--- src/logic/rbs_pkg.sv ---
`default_nettype none
package rbs_pkg;
	// apb map
	localparam logic [11:0] RBS_ADDR_CONTROL = 12'h000;
	localparam logic [11:0] RBS_ADDR_STATUS  = 12'h004;
	// control register fields
	localparam int RBS_SWEN_BIT  = 7;
	localparam int RBS_READY_BIT = 0;
	localparam logic RBS_SWEN_RST = 1'b1;
	// status register fields
	localparam int RBS_ST_CORE_RST_BIT = 0;
	localparam int RBS_ST_DET_EN_BIT   = 1;
	localparam int RBS_ST_TIMER_BIT    = 2;
	localparam int RBS_ST_BOR_BIT      = 3;
	// brown-out modes
	localparam logic [1:0] RBS_MODE_OFF   = 2'h0;
	localparam logic [1:0] RBS_MODE_SW    = 2'h1;
	localparam logic [1:0] RBS_MODE_NOSLP = 2'h2;
	localparam logic [1:0] RBS_MODE_ON    = 2'h3;
	// timing
	localparam longint RBS_CLK_HZ        = 100000000;
	localparam longint RBS_POWERUP_DELAY_TIMER_MS       = 64;
	localparam longint RBS_POWERUP_DELAY_TIMER_CYCLES   = RBS_POWERUP_DELAY_TIMER_MS * RBS_CLK_HZ / 1000;
	localparam int     RBS_FILTER_NS     = 1000;
	localparam int     RBS_FILTER_CYCLES = (RBS_FILTER_NS + 9) / 10;

	typedef enum logic [1:0] {
		RBS_ST_HOLD  = 2'b00,
		RBS_ST_DELAY = 2'b01,
		RBS_ST_READY = 2'b11,
		RBS_ST_RUN   = 2'b10
	} rbs_state_t;

	typedef struct packed {
		logic       power_low;
		logic       supply_below_bor;
		logic       det_ready;
		logic       sleep;
	} rbs_analog_t;

	typedef struct packed {
		logic [1:0] brownout_mode_sel;
		logic       brownout_level_sel;
		logic       powerup_delay_disable_n;
	} rbs_config_t;
endpackage
`default_nettype wire

--- src/logic/rbs_sequencer.sv ---
// Local design decisions: the register offsets and the APB slave port.
`default_nettype none
module rbs_sequencer #(
	parameter longint POWERUP_DELAY_TIMER_CYCLES   = rbs_pkg::RBS_POWERUP_DELAY_TIMER_CYCLES,
	parameter int     FILTER_CYCLES = rbs_pkg::RBS_FILTER_CYCLES
) (
	input  wire logic                 pclk,
	input  wire logic                 presetn,
	input  wire logic                 psel,
	input  wire logic                 penable,
	input  wire logic                 pwrite,
	input  wire logic [11:0]          paddr,
	input  wire logic [31:0]          pwdata,
	output logic      [31:0]          prdata,
	output logic                      pready,
	output logic                      pslverr,
	input  wire rbs_pkg::rbs_analog_t analog_in,
	input  wire rbs_pkg::rbs_config_t config_in,
	output logic                      detector_enable,
	output logic                      brownout_level_sel,
	output logic                      brownout_reset,
	output logic                      core_reset,
	output logic                      wake_ready
);
	import rbs_pkg::*;

	////////////////////////////////////////////////////////////////////
	// detector mode group
	logic        det_en_r;
	logic        det_en_nxt;
	logic        level_r;
	logic        level_nxt;
	logic        circuit_ready;
	logic        wait_ready;
	logic        sleep_wait;

	// brown-out filter group
	logic        bor_r;
	logic        bor_nxt;
	logic [31:0] filt_cnt_r;
	logic [31:0] filt_cnt_nxt;
	logic        filt_done;

	// reset sequence group
	logic [63:0] powerup_delay_timer_cnt_r;
	logic [63:0] powerup_delay_timer_cnt_nxt;
	rbs_state_t  state_r;
	rbs_state_t  state_nxt;
	logic        core_rst_r;
	logic        core_rst_nxt;
	logic        wake_r;
	logic        wake_nxt;
	logic        powerup_delay_timer_done;
	logic        start_ok;
	logic        wake_ok;

	// register bus group
	logic        sw_brownout_enable_r;
	logic        sw_brownout_enable_nxt;
	logic [31:0] prdata_r;
	logic [31:0] prdata_nxt;
	logic        pready_r;
	logic        pready_nxt;
	logic        pslverr_r;
	logic        pslverr_nxt;
	logic        access;
	logic        setup;
	logic        addr_hit;
	logic [31:0] rd_word;
	wire  [31:0] control_word;
	logic [31:0] status_word;

	////////////////////////////////////////////////////////////////////
	// detector mode decode
	always_comb begin
		circuit_ready = det_en_r & analog_in.det_ready;

		det_en_nxt    = 1'b0;
		wait_ready    = 1'b0;
		sleep_wait    = 1'b0;

		unique case (config_in.brownout_mode_sel)
			RBS_MODE_ON: begin
				det_en_nxt = 1'b1;
				wait_ready = 1'b1;
				sleep_wait = 1'b0;
			end

			RBS_MODE_NOSLP: begin
				det_en_nxt = ~analog_in.sleep;
				wait_ready = 1'b1;
				sleep_wait = ~circuit_ready;
			end

			RBS_MODE_SW: begin
				det_en_nxt = sw_brownout_enable_r;
				wait_ready = 1'b0;
				sleep_wait = 1'b0;
			end

			RBS_MODE_OFF: begin
				det_en_nxt = 1'b0;
				wait_ready = 1'b0;
				sleep_wait = 1'b0;
			end
		endcase

		level_nxt = config_in.brownout_level_sel;
	end

	always_ff @(posedge pclk or negedge presetn) begin
		if (!presetn) begin
			det_en_r <= 1'b0;
			level_r  <= 1'b0;
		end else begin
			det_en_r <= det_en_nxt;
			level_r  <= level_nxt;
		end
	end

	////////////////////////////////////////////////////////////////////
	// brown-out filter; the count saturates while the dip lasts
	always_comb begin
		filt_cnt_nxt = filt_cnt_r;
		bor_nxt      = 1'b0;
		filt_done    = (filt_cnt_r >= 32'(FILTER_CYCLES));

		// protection only while detector active and ready
		if (circuit_ready && analog_in.supply_below_bor) begin
			if (filt_done) begin
				bor_nxt = 1'b1;
			end else begin
				filt_cnt_nxt = filt_cnt_r + 32'h1;
			end
		end else begin
			// any return above the trip level restarts the filter
			filt_cnt_nxt = 32'h0;
		end
	end

	always_ff @(posedge pclk or negedge presetn) begin
		if (!presetn) begin
			bor_r      <= 1'b0;
			filt_cnt_r <= 32'h0;
		end else begin
			bor_r      <= bor_nxt;
			filt_cnt_r <= filt_cnt_nxt;
		end
	end

	////////////////////////////////////////////////////////////////////
	// start-up gate; in the on and no-sleep modes the supply must clear the trip level before release
	always_comb begin
		start_ok = 1'b1;

		if (wait_ready) begin
			// wait for the detector to be ready and the supply above the trip level
			start_ok = circuit_ready & ~analog_in.supply_below_bor;
		end
	end

	////////////////////////////////////////////////////////////////////
	// wake-up gate; only the off-in-sleep mode holds wake_ready low until the detector is ready
	always_comb begin
		wake_ok = 1'b1;

		if (sleep_wait) begin
			wake_ok = 1'b0;
		end
	end

	////////////////////////////////////////////////////////////////////
	// reset sequence
	always_comb begin
		state_nxt    = state_r;
		powerup_delay_timer_cnt_nxt = powerup_delay_timer_cnt_r;
		core_rst_nxt = 1'b1;
		wake_nxt     = 1'b0;
		powerup_delay_timer_done    = (powerup_delay_timer_cnt_r >= 64'(POWERUP_DELAY_TIMER_CYCLES) - 64'h1);

		unique case (state_r)
			RBS_ST_HOLD: begin
				// restarts on every hold so a late dip gets a full delay
				powerup_delay_timer_cnt_nxt = 64'h0;
				if (!analog_in.power_low && !bor_r) begin
					if (config_in.powerup_delay_disable_n) begin
						state_nxt = RBS_ST_READY;
					end else begin
						state_nxt = RBS_ST_DELAY;
					end
				end
			end

			RBS_ST_DELAY: begin
				if (powerup_delay_timer_done) begin
					state_nxt = RBS_ST_READY;
				end else begin
					powerup_delay_timer_cnt_nxt = powerup_delay_timer_cnt_r + 64'h1;
				end
			end

			RBS_ST_READY: begin
				if (start_ok) begin
					state_nxt = RBS_ST_RUN;
				end
			end

			RBS_ST_RUN: begin
				core_rst_nxt = 1'b0;
				wake_nxt     = wake_ok;
			end
		endcase

		if (analog_in.power_low || bor_r) begin
			state_nxt    = RBS_ST_HOLD;
			core_rst_nxt = 1'b1;
			wake_nxt     = 1'b0;
		end

		if (state_nxt != RBS_ST_RUN) begin
			core_rst_nxt = 1'b1;
		end
	end

	always_ff @(posedge pclk or negedge presetn) begin
		if (!presetn) begin
			powerup_delay_timer_cnt_r <= 64'h0;
			state_r    <= RBS_ST_HOLD;
			core_rst_r <= 1'b1;
			wake_r     <= 1'b0;
		end else begin
			powerup_delay_timer_cnt_r <= powerup_delay_timer_cnt_nxt;
			state_r    <= state_nxt;
			core_rst_r <= core_rst_nxt;
			wake_r     <= wake_nxt;
		end
	end

	////////////////////////////////////////////////////////////////////
	// read-back words; control built bit by bit so spare bits stay zero
	for (genvar i = 0; i < 32; i++) begin : g_ctrl_bit
		if (i == RBS_SWEN_BIT) begin : g_swen
			assign control_word[i] = sw_brownout_enable_r;
		end else if (i == RBS_READY_BIT) begin : g_ready
			assign control_word[i] = circuit_ready;
		end else begin : g_spare
			assign control_word[i] = 1'b0;
		end
	end

	always_comb begin
		status_word                      = 32'h0;
		status_word[RBS_ST_CORE_RST_BIT] = core_rst_r;
		status_word[RBS_ST_DET_EN_BIT]   = det_en_r;
		status_word[RBS_ST_TIMER_BIT]    = (state_r == RBS_ST_DELAY);
		status_word[RBS_ST_BOR_BIT]      = bor_r;
	end

	////////////////////////////////////////////////////////////////////
	// read mux; unmapped offsets read zero
	always_comb begin
		rd_word  = 32'h0;
		addr_hit = 1'b0;

		unique case (paddr)
			RBS_ADDR_CONTROL: begin
				rd_word  = control_word;
				addr_hit = 1'b1;
			end
			RBS_ADDR_STATUS: begin
				rd_word  = status_word;
				addr_hit = 1'b1;
			end
			default: begin
				rd_word  = 32'h0;
			end
		endcase
	end

	////////////////////////////////////////////////////////////////////
	// apb slave, zero wait states: answer prepared at setup
	always_comb begin
		access                 = psel & penable;
		setup                  = psel & ~penable;
		sw_brownout_enable_nxt = sw_brownout_enable_r;
		prdata_nxt             = 32'h0;
		pready_nxt             = 1'b0;
		pslverr_nxt            = 1'b0;

		if (setup) begin
			pready_nxt  = 1'b1;
			// unmapped offsets answer with an error and zero data
			pslverr_nxt = ~addr_hit;
			prdata_nxt  = rd_word;
		end

		// write lands only at the completing edge
		if (access && pready_r && pwrite && !pslverr_r && paddr == RBS_ADDR_CONTROL) begin
			sw_brownout_enable_nxt = pwdata[RBS_SWEN_BIT];
		end

		// hold the answer if an access phase ever runs without it
		if (access && !pready_r) begin
			pready_nxt  = pready_r;
			prdata_nxt  = prdata_r;
			pslverr_nxt = pslverr_r;
		end
	end

	always_ff @(posedge pclk or negedge presetn) begin
		if (!presetn) begin
			sw_brownout_enable_r <= RBS_SWEN_RST;
			prdata_r             <= 32'h0;
			pready_r             <= 1'b0;
			pslverr_r            <= 1'b0;
		end else begin
			sw_brownout_enable_r <= sw_brownout_enable_nxt;
			prdata_r             <= prdata_nxt;
			pready_r             <= pready_nxt;
			pslverr_r            <= pslverr_nxt;
		end
	end

	////////////////////////////////////////////////////////////////////

	assign prdata             = prdata_r;
	assign pready             = pready_r;
	assign pslverr            = pslverr_r;
	assign detector_enable    = det_en_r;
	assign brownout_level_sel = level_r;
	assign brownout_reset     = bor_r;
	assign core_reset         = core_rst_r;
	assign wake_ready         = wake_r;
endmodule
`default_nettype wire

--- config.mk ---
export PLATFORM = sky130hd
export DESIGN_NAME = rbs_sequencer
export DESIGN_NICKNAME = d
export VERILOG_FILES = /design/src/logic/rbs_pkg.sv /design/src/logic/rbs_sequencer.sv
export SDC_FILE = /design/constraint.sdc
export NUM_CORES = 1
export LEC_CHECK = 0
export ABC_AREA = 0
export BUFFER_PORTS_ARGS = -buffer_cell sky130_fd_sc_hd__buf_4
export CORE_MARGIN = 5
export CORE_UTILIZATION = 50
export CTS_BUF_LIST = sky130_fd_sc_hd__clkbuf_4 sky130_fd_sc_hd__clkbuf_8 sky130_fd_sc_hd__clkbuf_16
export CTS_CLUSTER_SIZE = 12
export DETAILED_ROUTE_END_ITERATION = 10
export GPL_TIMING_DRIVEN = 0
export PLACE_DENSITY = 0.72
export SYNTH_ARGS = -nofsm -noshare
export SYNTH_HDL_FRONTEND = slang
export SYNTH_SLANG_ARGS = --single-unit
--- constraint.sdc ---
create_clock -name pclk -period 2.5 [get_ports pclk]
set_input_delay 0.125 -clock pclk [delete_from_list [all_inputs] [get_ports pclk]]
set_output_delay 0.125 -clock pclk [all_outputs]
set_load 0.01 [all_outputs]
# After elaboration in Yosys (flattened, before gate mapping)
# Cells that the tools add are included.
[word_totals]
regBits = 138
latchBits = 0
ram_bits = 0
romBits = 0
inputBits = 57
output_inout_bits = 39
mem_count = 0
[op_classes]
add_sub_neg = 2
multipliers = 0
n_div = 0
order_cmp = 2
n_eq_ne = 10
shifts = 0
n_mux = 27
n_bitwise = 9
n_reduce_logical = 21
[op_table]
columns = ["operator", "n"]
rows = [
  ["one-hot mux 64 bit (2 select lines)", 1],
  ["two-way mux 32 bit", 3],
  ["adder 64 x 1 -> 64 bit, second input constant", 1],
  ["greater-or-equal comparator 64 x 23 -> 1 bit, second input constant", 1],
  ["two-way mux 64 bit", 1],
  ["adder 32 x 1 -> 32 bit, second input constant", 1],
  ["greater-or-equal comparator 32 x 7 -> 1 bit, second input constant", 1],
  ["one-hot mux 8 bit (2 select lines)", 1],
  ["equality test 12 x 3 -> 1 bit, second input constant", 1],
  ["zero test 12 bit", 1],
  ["two-way mux 1 bit", 12],
  ["two-way mux 2 bit", 5],
  ["equality test 2 bit, second input constant", 4],
  ["logical AND 1 bit", 7],
  ["inequality test 2 bit, second input constant", 3],
  ["one-hot mux 2 bit (3 select lines)", 1],
  ["OR reduction 2 bit", 3],
  ["inverter 1 bit", 5],
  ["AND 1 bit", 4],
  ["equality test 2 x 1 -> 1 bit, second input constant", 2],
  ["zero test 1 bit", 4],
  ["zero test 2 bit", 2],
  ["one-hot mux 1 bit (2 select lines)", 2],
  ["one-hot mux 1 bit (4 select lines)", 1],
  ["4 further kinds", 4],
]

# Depth between registers and ports, before layout
# Gate-level depths: netlist of run 1.
[depth]
ltp_word = 9
mapped_depth = 7
mapped_depth_nobuf = 6

# Worst setup path before layout of run 1
# No wires, ideal clock.
[synth_path]
kind = "flip-flop to flip-flop"
startpoint = "reg powerup_delay_timer_cnt_r[20]"
endpoint = "reg powerup_delay_timer_cnt_r[10]"
setup_time_ns = 0.124
arrival_ns = 2.157
slack_ns = 0.219
stages_incl_launch_ff = 7
n_path_buf = 1
cell_sequence = "dfrtp_1 > or4_1 > a31o_2 > nor4_4 > buf_6 > a31oi_1 > a211o_1"
[synth_via]
elab_chain_len = 3
[synth_rtl]
columns = ["element", "line", "text"]
rows = [
  ["from (decl)", "rbs_sequencer.sv:45", "logic [63:0] powerup_delay_timer_cnt_r;"],
  ["from (signal assigned)", "rbs_sequencer.sv:232", "powerup_delay_timer_cnt_r <= powerup_delay_timer_cnt_nxt;"],
  ["greater-or-equal comparator 64 x 23 -> 1 bit", "rbs_sequencer.sv:179", "powerup_delay_timer_done = (powerup_delay_timer_cnt_r >= 64'(POWERUP_DELAY_TIMER_CYCLES) - 64'h1);"],
  ["inequality test 2 bit (no source line)", "n/a", ""],
  ["AND reduction 2 bit (no source line)", "n/a", ""],
]
# Every way passes these cells.
# A chain may end at the register's enable or synchronous reset.

# Worst setup path in the final report of run 1
[layout_path]
startpoint = "reg powerup_delay_timer_cnt_r[19]"
endpoint = "reg powerup_delay_timer_cnt_r[19]"
[layout_via]
elab_chain_len = 3
[layout_rtl]
columns = ["element", "line"]
rows = [
  ["adder 64 x 1 -> 64 bit / greater-or-equal comparator 64 x 23 -> 1 bit (equally long branches)", "rbs_sequencer.sv:198, rbs_sequencer.sv:179"],
  ["two-way mux 64 bit / inequality test 2 bit (equally long branches)", "n/a"],
  ["one-hot mux 64 bit (2 select lines) / AND reduction 2 bit (equally long branches)", "n/a"],
]
# Several ways; a longest one is shown, not always the timed one. The select of a mux whose other input is x is not followed.

==> impl_metrics.csv, run 1 <==
group,metric,value,unit
setup_path,cp_data_required_time,2770,ps
hold_path,hold_path.class,"in -> reg",
timing,rsz0062_at_grt,"no",
die,core-area,10200,µm²
setup_path,crit_path_cell_trace,"or4_1, nor4_2, o21ai_2, clkbuf_2, and3_2, a221o_1",
timing,clock-skew-final,12.7,ps
routing,viasPerCell,5.36,
layout,syn_to_final_growth,18.0,%
timing,timing.final.max_slew_violations,0,
routing,met2RoutedLength,4980,µm
setup_path,timing.critical_path.fanout_max,10,
die,floorplan.io_pins,96,
cts,clk_root_buffer_cell,"sky130_fd_sc_hd__clkbuf_8",
logic_synthesis,synth-warning-count,0,
timing,final-hold-violation-count,0,
global_routing,first_pass_grt_wire_length,17800,µm
logic_synthesis,synth.cell_area,5150,µm²
cts,cts-buffers-inserted,9,
layout,fraction_of_layout_instances_using_a_drive_strength_above_1,22.2,%
routing,drt-initial-drc-count,199,
timing,min_period,2370,ps
setup_path,max_stage_delay,560,ps
power,power_density_over_cell_area,563,nW/µm²
layout,number_of_diodes,0,
global_routing,number_of_antenna_violations_at_the_first_check_in_global_routing,0,
timing,finalSetupViolCount,0,
logic_synthesis,synth.ff_latch_count,111,
power,power.ir.vdd_worst,458,µV
place,gp_congestion,0.864,
logic_synthesis,count_of_flip_flops_with_a_built_in_enable_after_synthesis,0,
logic_synthesis,synth-async-reset-ratio,100,%
cts,htree_levels,3,
layout,fin_cells,708,
setup_path,critical_path.slowest_cell,"sky130_fd_sc_hd__or4_1",
cts,clock-sinks,111,
routing,top_layer_used,"met4",
setup_path,timing_worst_setup_path_type,"reg -> reg",
routing,remaining_drc_errors,0,
setup_path,crit_arrival,2640,ps
die,die_width,111,µm
global_routing,residual_overflow_from_global_routing,0,
timing,fin_crit_sh,94.7,%
logic_synthesis,synth_cell_types,54,
logic_synthesis,netlist.area_leader.share,53.0,%
layout,nets,627,
timing,fmax,0.422,GHz
global_routing,grt_pass1_vias,3758,
cts,tritoncts,"yes",
place,placedCellCount,682,
routing,met3WireLength,446,µm
global_routing,track_usage,17.3,%
layout,layout.cells.most_common_list,"sky130_fd_sc_hd__dfrtp_1 (109), sky130_fd_sc_hd__buf_4 (65), sky130_fd_sc_hd__nand2_1 (51), sky130_fd_sc_hd__nor2b_1 (43), sky130_fd_sc_hd__and2_1 (28)",
setup_path,crit_path_end_kind,"flip-flop",
timing,timing_worst_slew_pin_value,825,ps
routing,post_drt_wl_per_cell,14.8,µm
flow_run,number_of_max_cap_violations,0,
setup_path,critPathLaunchType,"flip-flop",
run_status,result_of_the_run,"finished clean",
logic_synthesis,yosys.area.top_type,"sky130_fd_sc_hd__dfrtp_1",
die,initial_core_util,50.6,%
timing,max_slew_margin,44.6,%
place,post_placement_setup_slack,-61.2,ps
power,p_leak,2.92,nW
cts,cts.clk_slew.worst_paths,110,ps
place,placed_wire_length_estimate,7180,µm
cts,clk_latency,370,ps
timing,postLayoutSetupSlackWorst,133,ps
timing,worst_hold_slack,24.9,ps
global_routing,maximum_number_of_pins_on_one_net_before_global_route_repair,112,
die,design.die.area,12400,µm²
timing,finalSetupTns,0,ps
logic_synthesis,syn_area_per_cell,10.7,µm²
place,buffer_ports.inserted,37,
routing,route.vias.total,3792,
logic_synthesis,ys_seq_area_share,54.0,%
logic_synthesis,yosys_most_used_dff,"sky130_fd_sc_hd__dfrtp_1",
cts,clockBufferDepth,2,
logic_synthesis,netlist_top_cells_area,"sky130_fd_sc_hd__dfrtp_1 (53%), sky130_fd_sc_hd__nor2b_1 (5.2%), sky130_fd_sc_hd__buf_4 (3.9%)",
die,die-height,111,µm
die,rows,37,
routing,wl_met1,4930,µm
routing,detailedRoute.firstPassIterationCount,4,
logic_synthesis,post_synth_inst_count,483,
layout,final_common_cell,"sky130_fd_sc_hd__dfrtp_1",
routing,routed_wirelength,10500,µm
routing,detail-route-antenna-nets,0,
[report_power, final]
| group | internal, W | switching (W) |
|---|---|---|
| Clock | 0.000695 | 0.000623 |
| Sequential | 0.00181 | 0.0000168 |
| Combinational | 0.000106 | 0.000171 |
| Total | 0.00261 | 0.000812 |
[Yosys cell counts (all sizes together) (2+ instances only)]
master	number
nand4	13
a31oi	8
inv	8
nor3b	2
nand2	51
o211ai	3
and4	3
mux2i	2
a221o	4
o21ai	4
and2	29
or3	2
ha	3
xnor2	2
a21oi	4
a31o	14
a22o	5
buf	32
clkbuf	18
dfrtp	109
nand2b	4
a211o	2
and3	11
dfstp	2
nor2b	43
nand3	18
nor3	14
a41o	2
nor2	22
o311ai	12
nor4	23
[worst paths after layout]
| path | cells after the start | start | to | slack, ps |
|---|---|---|---|---|
| min | 3 | config_in[2] | detector_enable | 20 |
| min reg2reg | 1 | filt_cnt_r[14] | filt_cnt_r[14] | 480 |
| min in group asynchronous | 2 | presetn | powerup_delay_timer_cnt_r[46] | 160 |
| max | 6 | powerup_delay_timer_cnt_r[19] | powerup_delay_timer_cnt_r[19] | 130 |
| max reg2reg | 6 | powerup_delay_timer_cnt_r[19] | powerup_delay_timer_cnt_r[19] | 130 |
| max in group asynchronous | 3 | presetn | core_reset | 1620 |
[stage by stage]
stage / instance area (µm²) / total power [W] / utilization (%)
2_1_floorplan: 5250 / 0.00201 / -
3_3_place_gp: 5700 / 0.00212 / 55.9
3_5_place_dp: 5700 / 0.00213 / 55.9
4_1_cts: 6010 / 0.00344 / 59.0
5_1_grt: 6080 / 0.00356 / 59.7
6_report: 6080 / 0.00342 / 59.7
[area by class of cell]
| cell class | count | area, µm² |
|---|---|---|
| repair buffers | 47 | 394 |
| inverters | 8 | 30.0 |
| clock buffers | 10 | 131 |
| plain buffers | 50 | 322 |
| clock inverters | 6 | 121 |
| multi-input cells | 340 | 2130 |
| well taps | 136 | 170 |
| flip-flops and latches | 111 | 2780 |
| fillers | 874 | 4110 |
[per-layer routing]
layer,GRT usage (%),vias up
met5,0,-
met1,24.7,1855
met3,2.83,12
met4,6.97,0
li1,-,1839
met2,26.4,86
[flip-flops by register name (all words and copies together) (netlist names), 2 cells and up]
signal and flops:
state_r 2, prdata 5, powerup_delay_timer_cnt_r 64, filt_cnt_r 32
[critical path, delay by kind of cell, from the launching register on]
kind                   cells  cell delay, ps
AOI/OAI and AO/OA          2             430
DFF                        1             470
buffers and inverters      1             230
and+or+nand+nor            3            1130
[logic make-up (layout without fill, tap and decap cells)]
group | Yosys count | after routing | share of synthesized area (%)
adders and majority gates | 3 | 3 | 0.729
xor gates and xnor gates | 2 | 2 | 0.340
buffers and inverters | 58 | 121 | 6.80
and+or+nand+nor | 243 | 243 | 26.2
AOI/OAI and AO/OA | 62 | 62 | 11.2
muxes | 3 | 3 | 0.607
DFF | 111 | 111 | 54.0
other | 1 | 27 | 0.0728
[repair_timing]
| action | 4_1_cts | 5_1_grt |
|---|---|---|
| resized for setup | 1 | 2 |
| pin swaps | 1 | 1 |
| gates cloned | 0 | 0 |
| hold endpoints to repair | 7 | 24 |
| hold buffers | 6 | 1 |
| buffers inserted | 0 | 2 |
| endpoints found under the setup margin | 8 | 20 |
Power figures use the tool's default switching activity.
==> run 2, diff against run 1 <==
Settings changed: CORE_ASPECT_RATIO set to 2.
==> impl_metrics.csv, run 2 (synthesis results as in run 1) <==
group,metric,value,unit
timing,fmax,0.414,GHz
timing,timing.final.max_slew_violations,0,
hold_path,hold_start,"config_in[2]",
die,floorplan.io_pins,96,
setup_path,crit_family,"simple AND/OR/NAND/NOR gates",
setup_path,worst-path-stages,7,
cts,cts.clk_slew.worst_paths,70,ps
cts,clk_root_buffer_cell,"sky130_fd_sc_hd__clkbuf_16",
cts,clock-sinks,111,
layout,final-seq-area,2780,µm²
global_routing,number_of_antenna_violations_at_the_first_check_in_global_routing,0,
global_routing,residual_overflow_from_global_routing,0,
cts,clk_latency,350,ps
setup_path,reg2reg_setup_slack,90,ps
place,buffer_ports.inserted,37,
setup_path,max_stage_delay,570,ps
routing,post_drt_wl_per_cell,16.3,µm
cts,cts-buffers-inserted,9,
layout,nets,626,
global_routing,first_pass_grt_wire_length,19500,µm
layout,final_common_cell,"sky130_fd_sc_hd__dfrtp_1",
setup_path,critPathLaunchType,"flip-flop",
power,p_leak,2.92,nW
layout,layout.cells.most_common_list,"sky130_fd_sc_hd__dfrtp_1 (109), sky130_fd_sc_hd__buf_4 (64), sky130_fd_sc_hd__nand2_1 (51), sky130_fd_sc_hd__nor2b_1 (43), sky130_fd_sc_hd__and2_1 (28)",
die,initial_core_util,51.1,%
setup_path,timing.critical_path.fanout_max,10,
hold_path,whs_path_depth,3,
die,core-area,10100,µm²
place,post_placement_setup_slack,-47.7,ps
setup_path,cp_data_required_time,2740,ps
routing,drt-initial-drc-count,192,
global_routing,maximum_number_of_pins_on_one_net_before_global_route_repair,112,
routing,route.vias.total,3819,
timing,timing_worst_slew_pin_value,980,ps
layout,multiInputGateArea,2130,µm²
setup_path,critical_path.startpoint,"powerup_delay_timer_cnt_r[20]",
die,die-height,154,µm
setup_path,reg2reg_depth,7,
cts,tritoncts,"yes",
cts,clockBufferDepth,2,
timing,postLayoutSetupSlackWorst,86.3,ps
hold_path,min_delay_worst_endpoint,"detector_enable",
timing,clock-skew-final,7.56,ps
timing,rsz0062_at_grt,"no",
die,rows,52,
setup_path,crit_path_cell_trace,"or4_1, a31o_2, nor4_4, buf_4, buf_6, a31oi_1, a221o_1",
timing,final-hold-violation-count,0,
timing,min_period,2410,ps
setup_path,timing.rr.start,"powerup_delay_timer_cnt_r[20]",
place,gp_congestion,0.893,
global_routing,busiest_layer,"met2",
cts,htree_levels,3,
place,placedCellCount,681,
layout,number_of_diodes,0,
layout,syn_to_final_growth,18.5,%
global_routing,grt_pass1_vias,3982,
setup_path,timing_worst_setup_path_type,"reg -> reg",
power,power_density_over_cell_area,572,nW/µm²
die,die_width,81.8,µm
die,design.die.area,12600,µm²
routing,viasPerCell,5.41,
hold_path,hold_path.class,"in -> reg",
run_status,result_of_the_run,"finished clean",
power,totalPowerFinal,0.00349,W
routing,remaining_drc_errors,0,
routing,detailedRoute.firstPassIterationCount,4,
setup_path,rr_endpoint,"powerup_delay_timer_cnt_r[18]",
setup_path,crit_path_end_kind,"flip-flop",
global_routing,gr-usage-met1,24.2,%
routing,detail-route-antenna-nets,0,
timing,max_slew_margin,34.2,%
flow_run,number_of_max_cap_violations,0,
place,placed_wire_length_estimate,8170,µm
global_routing,use_met2,34.2,%
timing,finalSetupViolCount,0,
global_routing,grt_use_met3,3.34,%
setup_path,critical_path.slowest_cell,"sky130_fd_sc_hd__or4_1",
global_routing,track_usage,20.1,%
power,power.ir.vdd_worst,387,µV
layout,register_name_with_the_most_flops,"powerup_delay_timer_cnt_r",
timing,fin_crit_sh,96.5,%
layout,fraction_of_layout_instances_using_a_drive_strength_above_1,22.1,%
layout,largest_reg_flops,64,
layout,final.fill_count,850,
layout,fin_cells,706,
setup_path,cp.buffers_inverters,2,
setup_path,crit_arrival,2650,ps
routing,routed_wirelength,11500,µm
run 2: cell count changes in the layout (fill, tap and decap cells not counted), sizes merged:
cell      before  now
clkinv         0    1
clkbuf        28   27
bufinv         3    0
buf           72   71
clkinvlp       0    3
run 2: through the flow:
step | utilization, % | cell area, µm² | TNS [ps] | hold slack, ps
5_1_grt | 60.5 | 6100 | 0 | 49.3
4_1_cts | 60.0 | 6050 | -1.61 | 42.7
3_5_place_dp | 56.5 | 5690 | -258 | 237
2_1_floorplan | - | 5250 | 0 | -171
6_report | 60.5 | 6100 | 0 | 47.3
3_3_place_gp | 56.5 | 5690 | -163 | 235
run 2: area by class of cell:
class,count,area share [%]
plain buffers,50,5.27
multi-input cells,340,34.8
flip-flops and latches,111,45.5
repair buffers,46,6.33
clock buffers,9,3.69
clock inverters,7,1.07
well taps,135,2.77
inverters,8,0.492
run 2: how the worst max path moves through the flow:
| stage | end | slack [ps] |
|---|---|---|
| floorplan | powerup_delay_timer_cnt_r[10] | 220 |
| global placement | powerup_delay_timer_cnt_r[19] | -50 |
| detailed placement | powerup_delay_timer_cnt_r[1] | -50 |
| CTS | powerup_delay_timer_cnt_r[19] | -2 |
| global route | powerup_delay_timer_cnt_r[19] | 5 |
| finish | powerup_delay_timer_cnt_r[18] | 90 |
run 2: worst min-delay path: cells and delay by family:
family	cells	cell delay, ps
compound gates	1	60
buf+inv	2	170
run 2: repair_timing:
action / CTS / global route
gates cloned: 0 / 0
gates resized for setup: 1 / 2
setup buffers: 0 / 1
pin swaps: 1 / 1
endpoints found under the setup margin: 15 / 19
hold buffers: 6 / 1
hold endpoints to repair: 7 / 109
run 2: report_power, final:
part	internal, W	switching, W
sequential	0.00181	0.0000181
combinational	0.000107	0.000175
clock	0.000695	0.000689
total	0.00261	0.000883
run 2: per-layer routing:
layer | part of all wire (%) | routed length, µm
met1 | 40 | 4600
met2 | 54 | 6220
met3 | 3.2 | 364
met4 | 3.1 | 353
met5 | 0 | 0
